File: src/inc/gdc_pkg.sv
// Constants and carrier types for the gate driver configuration register bank.
// Assumes one clock and a synchronous active-high reset shared with the serial link.
package gdc_pkg;
	// ----------------------------------------
	// Register offsets
	// ----------------------------------------
	localparam logic [7:0] OFS_CTRL1 = 8'h06;
	localparam logic [7:0] OFS_CTRL2 = 8'h07;
	localparam logic [7:0] OFS_STRENGTH = 8'h08;
	localparam logic [7:0] OFS_OCP = 8'h09;
	localparam logic [7:0] OFS_SELA = 8'h0a;
	// ----------------------------------------
	// Reset values
	// ----------------------------------------
	localparam logic [7:0] RST_CTRL1 = 8'h35;
	localparam logic [7:0] RST_CTRL2 = 8'h50;
	localparam logic [7:0] RST_STRENGTH = 8'hff;
	localparam logic [7:0] RST_OCP = 8'h00;
	localparam logic [7:0] RST_SELA = 8'h14;
	localparam logic RST_LOCKED = 1'b0;
	// ----------------------------------------
	// Field positions
	// ----------------------------------------
	localparam int POS_CLEAR = 7;
	localparam int POS_LOCK = 4;
	localparam int POS_MODE = 3;
	localparam int POS_SHUNT_TRIP = 0;
	localparam int POS_DEAD = 6;
	localparam int POS_TRANS = 4;
	localparam int POS_BEMF = 3;
	localparam int POS_DA = 0;
	localparam int POS_UPPER = 4;
	localparam int POS_LOWER = 0;
	localparam int POS_VDS_TRIP = 4;
	localparam int POS_SHUNT_RETRY = 3;
	localparam int POS_VDS_RETRY = 2;
	localparam int POS_FILTER = 0;
	localparam int POS_HYS = 7;
	localparam int POS_UPPER_SRC = 4;
	localparam int POS_UV = 3;
	localparam int POS_LOWER_SRC = 0;
	// ----------------------------------------
	// Codes
	// ----------------------------------------
	localparam logic [2:0] LOCK_CODE = 3'h6;
	localparam logic [2:0] UNLOCK_CODE = 3'h3;
	localparam logic [2:0] SRC_OFF = 3'h7;
	localparam logic [1:0] RESP_RETRY = 2'h1;
	// ----------------------------------------
	// Timing
	// ----------------------------------------
	localparam int CLK_MHZ = 100;
	localparam int RETRY_LONG_US = 4000;
	localparam int RETRY_SHORT_US = 70;
	localparam int RETRY_LONG_CYC = RETRY_LONG_US * CLK_MHZ;
	localparam int RETRY_SHORT_CYC = RETRY_SHORT_US * CLK_MHZ;
	localparam int SLEEP_US = 850;
	localparam int SLEEP_CYC = SLEEP_US * CLK_MHZ;
	localparam int CNT_W = 20;

	typedef enum logic [1:0] {
		GDC_RUN = 2'b00,
		GDC_WAIT = 2'b01
	} gdc_retry_t;

	typedef struct packed {
		logic [7:0] ctrl1;
		logic [7:0] ctrl2;
		logic [7:0] strength;
		logic [7:0] ocp;
		logic [7:0] sela;
		logic locked;
		logic clear;
		logic [7:0] rdata;
		logic [1:0] en_sync;
		logic [CNT_W-1:0] en_low_cnt;
		gdc_retry_t shunt_st;
		gdc_retry_t vds_st;
		logic [CNT_W-1:0] shunt_cnt;
		logic [CNT_W-1:0] vds_cnt;
		logic shunt_resume;
		logic vds_resume;
		logic upper_off;
		logic lower_off;
	} gdc_state_t;
endpackage

File: src/gdc_config_regs.sv
// Configuration register bank with write lock, fault clear and retry timers.
// Assumes the serial link presents one-cycle write/read strobes on CORE_CLK.
`timescale 1ns/1ps
module gdc_config_regs #(
	parameter int RETRY_LONG = gdc_pkg::RETRY_LONG_CYC,
	parameter int RETRY_SHORT = gdc_pkg::RETRY_SHORT_CYC,
	parameter int SLEEP_TIME = gdc_pkg::SLEEP_CYC
) (
	input wire logic CORE_CLK,
	input wire logic RST,
	input wire logic WR_EN,
	input wire logic RD_EN,
	input wire logic [7:0] ADDR,
	input wire logic [7:0] WDATA,
	input wire logic ENABLE_PIN,
	input wire logic [1:0] SHUNT_FAULT_RESPONSE,
	input wire logic [1:0] DRAIN_SOURCE_FAULT_RESPONSE,
	input wire logic SHUNT_TRIP,
	input wire logic VDS_TRIP,
	output logic [7:0] RDATA,
	output logic FAULT_CLEAR_PULSE,
	output logic WRITE_LOCKED,
	output logic INPUT_DRIVE_STYLE,
	output logic [2:0] SHUNT_TRIP_LEVEL,
	output logic [1:0] DEAD_TIME_SEL,
	output logic [1:0] MAX_SWITCH_TRANSITION,
	output logic BACK_EMF_AMP_ON,
	output logic [2:0] DIFF_AMP_ON,
	output logic [3:0] UPPER_DRIVE_STRENGTH,
	output logic [3:0] LOWER_DRIVE_STRENGTH,
	output logic [4:0] UPPER_SINK_STRENGTH,
	output logic [4:0] LOWER_SINK_STRENGTH,
	output logic [3:0] DRAIN_SOURCE_TRIP_LEVEL,
	output logic SHUNT_RETRY_WAIT,
	output logic DRAIN_SOURCE_RETRY_WAIT,
	output logic [1:0] OVERCURRENT_FILTER_TIME,
	output logic COMPARATOR_ONE_HYSTERESIS,
	output logic SUPPLY_LOW_TRIP_LEVEL,
	output logic [2:0] PHASE_A_UPPER_SOURCE,
	output logic [2:0] PHASE_A_LOWER_SOURCE,
	output logic PHASE_A_UPPER_OFF,
	output logic PHASE_A_LOWER_OFF,
	output logic SHUNT_RESUME,
	output logic VDS_RESUME
);
	gdc_pkg::gdc_state_t s;
	gdc_pkg::gdc_state_t next_s;
	logic wr_ok;
	logic [2:0] wlock;
	logic en_low_long;

	// ----------------------------------------
	// Next state
	// ----------------------------------------
	always_comb
	begin
		next_s = s;
		wlock = WDATA[gdc_pkg::POS_LOCK +: 3];
		wr_ok = WR_EN && !s.locked;
		next_s.clear = 1'b0;
		next_s.shunt_resume = 1'b0;
		next_s.vds_resume = 1'b0;
		// Lock field is always writable so software can unlock
		if (WR_EN && ADDR == gdc_pkg::OFS_CTRL1)
		begin
			if (wlock == gdc_pkg::LOCK_CODE)
				next_s.locked = 1'b1;
			else if (wlock == gdc_pkg::UNLOCK_CODE)
				next_s.locked = 1'b0;
			// Other codes leave the lock as is
			next_s.ctrl1[gdc_pkg::POS_LOCK +: 3] = wlock;
		end
		if (wr_ok && ADDR == gdc_pkg::OFS_CTRL1)
		begin
			next_s.ctrl1[gdc_pkg::POS_MODE:0] = WDATA[gdc_pkg::POS_MODE:0];
			next_s.clear = WDATA[gdc_pkg::POS_CLEAR];
		end
		else if (wr_ok && ADDR == gdc_pkg::OFS_CTRL2)
			next_s.ctrl2 = WDATA;
		else if (wr_ok && ADDR == gdc_pkg::OFS_STRENGTH)
			next_s.strength = WDATA;
		else if (wr_ok && ADDR == gdc_pkg::OFS_OCP)
			next_s.ocp = WDATA;
		else if (wr_ok && ADDR == gdc_pkg::OFS_SELA)
			next_s.sela = WDATA;
		// Off flags are registered so the driver stage sees them straight from a flop
		next_s.upper_off = next_s.sela[gdc_pkg::POS_UPPER_SRC +: 3] == gdc_pkg::SRC_OFF;
		next_s.lower_off = next_s.sela[gdc_pkg::POS_LOWER_SRC +: 3] == gdc_pkg::SRC_OFF;
		// Stored clear bit never held
		next_s.ctrl1[gdc_pkg::POS_CLEAR] = 1'b0;
		// Long enable-low pulse is a second fault clear path
		next_s.en_sync = {s.en_sync[0], ENABLE_PIN};
		en_low_long = 1'b0;
		if (s.en_sync[1])
			next_s.en_low_cnt = '0;
		else if (s.en_low_cnt < gdc_pkg::CNT_W'(SLEEP_TIME))
			next_s.en_low_cnt = s.en_low_cnt + 1'b1;
		else
			en_low_long = 1'b1;
		if (en_low_long && s.en_low_cnt == gdc_pkg::CNT_W'(SLEEP_TIME)
			&& s.en_sync[1] == 1'b0 && !s.clear)
			next_s.clear = 1'b1;
		if (en_low_long)
			next_s.en_low_cnt = s.en_low_cnt + 1'b1;
		if (s.en_low_cnt == {gdc_pkg::CNT_W{1'b1}})
			next_s.en_low_cnt = s.en_low_cnt;
		// Retry timers run only in automatic retry mode
		case (s.shunt_st)
			gdc_pkg::GDC_RUN:
			begin
				if (SHUNT_TRIP && SHUNT_FAULT_RESPONSE == gdc_pkg::RESP_RETRY)
				begin
					next_s.shunt_st = gdc_pkg::GDC_WAIT;
					next_s.shunt_cnt = s.ocp[gdc_pkg::POS_SHUNT_RETRY] ?
						gdc_pkg::CNT_W'(RETRY_SHORT - 1) : gdc_pkg::CNT_W'(RETRY_LONG - 1);
				end
			end
			default:
			begin
				if (SHUNT_FAULT_RESPONSE != gdc_pkg::RESP_RETRY)
					next_s.shunt_st = gdc_pkg::GDC_RUN;
				else if (s.shunt_cnt == '0)
				begin
					next_s.shunt_st = gdc_pkg::GDC_RUN;
					next_s.shunt_resume = 1'b1;
				end
				else
					next_s.shunt_cnt = s.shunt_cnt - 1'b1;
			end
		endcase
		case (s.vds_st)
			gdc_pkg::GDC_RUN:
			begin
				if (VDS_TRIP && DRAIN_SOURCE_FAULT_RESPONSE == gdc_pkg::RESP_RETRY)
				begin
					next_s.vds_st = gdc_pkg::GDC_WAIT;
					next_s.vds_cnt = s.ocp[gdc_pkg::POS_VDS_RETRY] ?
						gdc_pkg::CNT_W'(RETRY_SHORT - 1) : gdc_pkg::CNT_W'(RETRY_LONG - 1);
				end
			end
			default:
			begin
				if (DRAIN_SOURCE_FAULT_RESPONSE != gdc_pkg::RESP_RETRY)
					next_s.vds_st = gdc_pkg::GDC_RUN;
				else if (s.vds_cnt == '0)
				begin
					next_s.vds_st = gdc_pkg::GDC_RUN;
					next_s.vds_resume = 1'b1;
				end
				else
					next_s.vds_cnt = s.vds_cnt - 1'b1;
			end
		endcase
		// Reads return stored contents even while locked
		if (RD_EN)
		begin
			if (ADDR == gdc_pkg::OFS_CTRL1)
				next_s.rdata = s.ctrl1;
			else if (ADDR == gdc_pkg::OFS_CTRL2)
				next_s.rdata = s.ctrl2;
			else if (ADDR == gdc_pkg::OFS_STRENGTH)
				next_s.rdata = s.strength;
			else if (ADDR == gdc_pkg::OFS_OCP)
				next_s.rdata = s.ocp;
			else if (ADDR == gdc_pkg::OFS_SELA)
				next_s.rdata = s.sela;
			else
				next_s.rdata = 8'h00;
		end
	end

	// ----------------------------------------
	// State register
	// ----------------------------------------
	always_ff @(posedge CORE_CLK)
	begin
		if (RST)
		begin
			s <= '0;
			s.ctrl1 <= gdc_pkg::RST_CTRL1;
			s.ctrl2 <= gdc_pkg::RST_CTRL2;
			s.strength <= gdc_pkg::RST_STRENGTH;
			s.ocp <= gdc_pkg::RST_OCP;
			s.sela <= gdc_pkg::RST_SELA;
			s.locked <= gdc_pkg::RST_LOCKED;
			s.en_sync <= 2'h3;
			s.shunt_st <= gdc_pkg::GDC_RUN;
			s.vds_st <= gdc_pkg::GDC_RUN;
		end
		else
			s <= next_s;
	end

	// ----------------------------------------
	// Outputs
	// ----------------------------------------
	// Sink code is source code shifted left, i.e. twice the current
	assign RDATA = s.rdata;
	assign FAULT_CLEAR_PULSE = s.clear;
	assign WRITE_LOCKED = s.locked;
	assign INPUT_DRIVE_STYLE = s.ctrl1[gdc_pkg::POS_MODE];
	assign SHUNT_TRIP_LEVEL = s.ctrl1[gdc_pkg::POS_SHUNT_TRIP +: 3];
	assign DEAD_TIME_SEL = s.ctrl2[gdc_pkg::POS_DEAD +: 2];
	assign MAX_SWITCH_TRANSITION = s.ctrl2[gdc_pkg::POS_TRANS +: 2];
	assign BACK_EMF_AMP_ON = s.ctrl2[gdc_pkg::POS_BEMF];
	assign DIFF_AMP_ON = s.ctrl2[gdc_pkg::POS_DA +: 3];
	assign UPPER_DRIVE_STRENGTH = s.strength[gdc_pkg::POS_UPPER +: 4];
	assign LOWER_DRIVE_STRENGTH = s.strength[gdc_pkg::POS_LOWER +: 4];
	assign UPPER_SINK_STRENGTH = {s.strength[gdc_pkg::POS_UPPER +: 4], 1'b0};
	assign LOWER_SINK_STRENGTH = {s.strength[gdc_pkg::POS_LOWER +: 4], 1'b0};
	assign DRAIN_SOURCE_TRIP_LEVEL = s.ocp[gdc_pkg::POS_VDS_TRIP +: 4];
	assign SHUNT_RETRY_WAIT = s.ocp[gdc_pkg::POS_SHUNT_RETRY];
	assign DRAIN_SOURCE_RETRY_WAIT = s.ocp[gdc_pkg::POS_VDS_RETRY];
	assign OVERCURRENT_FILTER_TIME = s.ocp[gdc_pkg::POS_FILTER +: 2];
	assign COMPARATOR_ONE_HYSTERESIS = s.sela[gdc_pkg::POS_HYS];
	assign SUPPLY_LOW_TRIP_LEVEL = s.sela[gdc_pkg::POS_UV];
	assign PHASE_A_UPPER_SOURCE = s.sela[gdc_pkg::POS_UPPER_SRC +: 3];
	assign PHASE_A_LOWER_SOURCE = s.sela[gdc_pkg::POS_LOWER_SRC +: 3];
	assign PHASE_A_UPPER_OFF = s.upper_off;
	assign PHASE_A_LOWER_OFF = s.lower_off;
	assign SHUNT_RESUME = s.shunt_resume;
	assign VDS_RESUME = s.vds_resume;
endmodule // gdc_config_regs

File: config.mk
export PLATFORM = sky130hd
export DESIGN_NAME = gdc_config_regs
export DESIGN_NICKNAME = d
export VERILOG_FILES = /design/src/inc/gdc_pkg.sv /design/src/gdc_config_regs.sv
export SDC_FILE = /design/constraint.sdc
export NUM_CORES = 1
export LEC_CHECK = 0
export BUFFER_PORTS_ARGS = -buffer_cell sky130_fd_sc_hd__clkbuf_2
export CAP_MARGIN = 25
export CORE_MARGIN = 2
export CORE_UTILIZATION = 50
export CTS_CLUSTER_SIZE = 12
export DETAILED_ROUTE_END_ITERATION = 7
export PLACE_DENSITY = 0.71
export SKIP_CTS_REPAIR_TIMING = 1
export SYNTH_ARGS = -nofsm -noshare
export SYNTH_HDL_FRONTEND = slang
export SYNTH_SLANG_ARGS = --single-unit
File: constraint.sdc
create_clock -name CORE_CLK -period 2.45 [get_ports CORE_CLK]
set_clock_uncertainty 0.15 [all_clocks]
set_input_delay 0.3675 -clock CORE_CLK [delete_from_list [all_inputs] [get_ports CORE_CLK]]
set_output_delay 0.3675 -clock CORE_CLK [all_outputs]
set_load 0.005 [all_outputs]
==> impl_metrics.ini <==
[outcome]
status = finished, final reports clean

[synth]
synth_edf_count = 0
seq_area_frac_synth = 0.391
avgSynthCellArea_sq_um = 8.15
yosys.area.top_type_share = 0.391
async_reset_ff_frac = 0
synth.area.top_cells = dfxtp_1 39%, buf_4 6.0%, nor2_1 4.7%
yosys.area.top_type = dfxtp_1
syn_inst = 735
synth.most_common_cell = dfxtp_1
yosys_warnings = 0
yosysUniqueCellTypes = 61
synthTopCellsByCount = 117 x dfxtp_1, 75 x nor2_1, 63 x nand2_1
syn-cell-area_sq_mm = 0.00599
synth_seq_cells = 117
yosys_most_used_dff = dfxtp_1

[critical_path]
slowest_delay_ns = 0.53
crit_slowest_cell = or4_4
worstSetupPathType = flip-flop to flip-flop
worstPathCellList = nor3_1 -> nand3_1 -> or4_4 -> or4b_1 -> a31oi_1
worst-path-buf-inv = 0
crit_path_start_kind = flip-flop
path_max_fanout = 6
end_kind = flip-flop
critPathTopFamily = simple AND/OR/NAND/NOR gates
crit_required_ns = 2.64
cp_data_arrival_time_ns = 2.52

[clocking]
cts_max_level = 4
clk_latency_ns = 0.42
path_clk_slew_ns = 0.05
cts_buffer_depth = 2
cts_tree = done
cts-root-buf = clkbuf_16
clkSinkCount = 117
cts_inserted_buffers = 17

[placement]
hpwl_mm = 10.8
pre_cts_slack_ns = 0.0603
place.gp.congestion = 0.903
io_buffers = 84
placedCellCount = 918

[route]
via_per_inst = 5.96
via_count = 5664
drtIter0Drc = 472
drc_errors = 0
ant_nets = 0
firstDrtPassIters = 5
routed_wl_mm = 15.6
avgRoutedWirePerCell_um = 16.5

[sta]
setup-tns-final_ns = 0
period_needed_ns = 2.33
rsz0062_at_grt = no
fmax_mhz = 429
finalHoldViolCount = 0
worst_pin_slew_ns = 0.577
slew_viol_final = 0
relSlewSlack = 0.612
setup_viol = 0
fin_crit_sh = 0.951
final_critical_path_setup_slack_ns = 0.121

[die]
num_rows = 39
dieArea_sq_mm = 0.0129
die_h_um = 113
die_x_um = 113
num_io_pins = 87
start_util = 0.518
core-area_sq_mm = 0.0116

[power]
power_density_mw_per_mm2 = 759
peakVddDrop_v = 0.000501
report.power.total_mw = 5.38
leakagePower_nw = 2.79

[cells_and_area]
diodes = 0
drive_gt1_frac = 0.213
layout.cells.non_filler = 951
syn2layout_area_growth_pct = 18.3
fin_nets = 826

[global_route]
grt_overflow = 0
grt_start_max_net_pins = 46
grt_pass1_vias = 5317
grt_pass1_wl_mm = 26.1
antenna_found_initial = 0
grt_util_all_layers = 0.249

[job]
cap_viol_max_count = 0

[min_path]
min_path_type = input pin to flip-flop
==> cell usage in the layout (no fill, tap or decap), types with 8 or more instances in the layout <==
cell type and instances:
nor3b_1 8, nand4_1 19, nor4_1 16, nand2_1 63, dfxtp_1 117, o21ai_1 13
a211oi_1 9, buf_4 38, a21oi_1 53, clkbuf_16 17, o211ai_1 10, nor2_1 75
nand3_1 30, o21ai_0 26, or4_1 8, mux2i_1 27, nor2b_1 9, inv_1 17
clkbuf_2 84, a31oi_1 11, nor3_1 29
==> logic make-up (layout without fill, tap and decap cells) <==
| logic type | Yosys count | after routing | synth area share |
|---|---|---|---|
| buf+inv | 101 | 173 | 0.0942 |
| fa+ha+maj | 4 | 4 | 0.00835 |
| simple gates | 308 | 308 | 0.271 |
| flops | 117 | 117 | 0.391 |
| xor+xnor | 8 | 8 | 0.0117 |
| compound gates | 167 | 167 | 0.174 |
| other cells | 1 | 2 | 0.000626 |
| mux | 29 | 29 | 0.0489 |
==> metrics by stage <==
step	area, sq um	hold slack (ns)	utilization
floorplan	6000	0.239	-
global placement	6380	0.253	0.552
detailed placement	6380	0.259	0.552
CTS	7060	-0.0273	0.611
global route	7090	0.0922	0.613
finish	7090	0.0917	0.613
==> per-layer routing <==
| layer | vias to the layer above | track usage | share of wire | wire length (um) |
|---|---|---|---|---|
| li1 | 2764 | - | - | - |
| met1 | 2681 | 0.338 | 0.46 | 7190 |
| met2 | 204 | 0.384 | 0.46 | 7190 |
| met3 | 15 | 0.0685 | 0.068 | 1070 |
| met4 | 0 | 0.0870 | 0.013 | 196 |
| met5 | - | 0 | 0 | 0 |
==> path summary, 6_finish.rpt <==
check,startpoint,to,slack [ns],cells past startpoint
max,s[30]$_SDFFE_PP0P_,s[41]$_SDFFE_PP0P_,0.12,5
min,RST,next_s[69]$_SDFF_PP1_,0.09,2
max reg2reg,s[30]$_SDFFE_PP0P_,s[41]$_SDFFE_PP0P_,0.12,5
min reg2reg,next_s[69]$_SDFF_PP1_,s[69]$_SDFF_PP1_,0.28,1
==> layout make-up <==
| cell class | count | area (sq um) |
|---|---|---|
| clock buffers | 19 | 453 |
| clock inverters | 13 | 226 |
| fillers | 1006 | 4480 |
| inverters | 18 | 67.6 |
| multi-input cells | 518 | 3100 |
| flip-flops and latches | 117 | 2340 |
| well taps | 143 | 179 |
| repair buffers | 123 | 716 |
==> where the power goes <==
part	switching, mW	total [mW]	internal (mW)
combinational	0.305	0.516	0.211
sequential	0.0509	2.00	1.95
clock	0.903	2.86	1.96
total	1.26	5.38	4.12
==> flip-flops by register name (all words and copies together), names as in the netlist, 2 cells and up <==
| name | count |
|---|---|
| DEAD_TIME_SEL | 2 |
| DIFF_AMP_ON | 3 |
| DRAIN_SOURCE_TRIP_LEVEL | 4 |
| LOWER_DRIVE_STRENGTH | 4 |
| MAX_SWITCH_TRANSITION | 2 |
| OVERCURRENT_FILTER_TIME | 2 |
| PHASE_A_LOWER_SOURCE | 3 |
| PHASE_A_UPPER_SOURCE | 3 |
| RDATA | 8 |
| SHUNT_TRIP_LEVEL | 3 |
| UPPER_DRIVE_STRENGTH | 4 |
| s | 66 |
No activity file was read; power rests on OpenSTA's default activity.
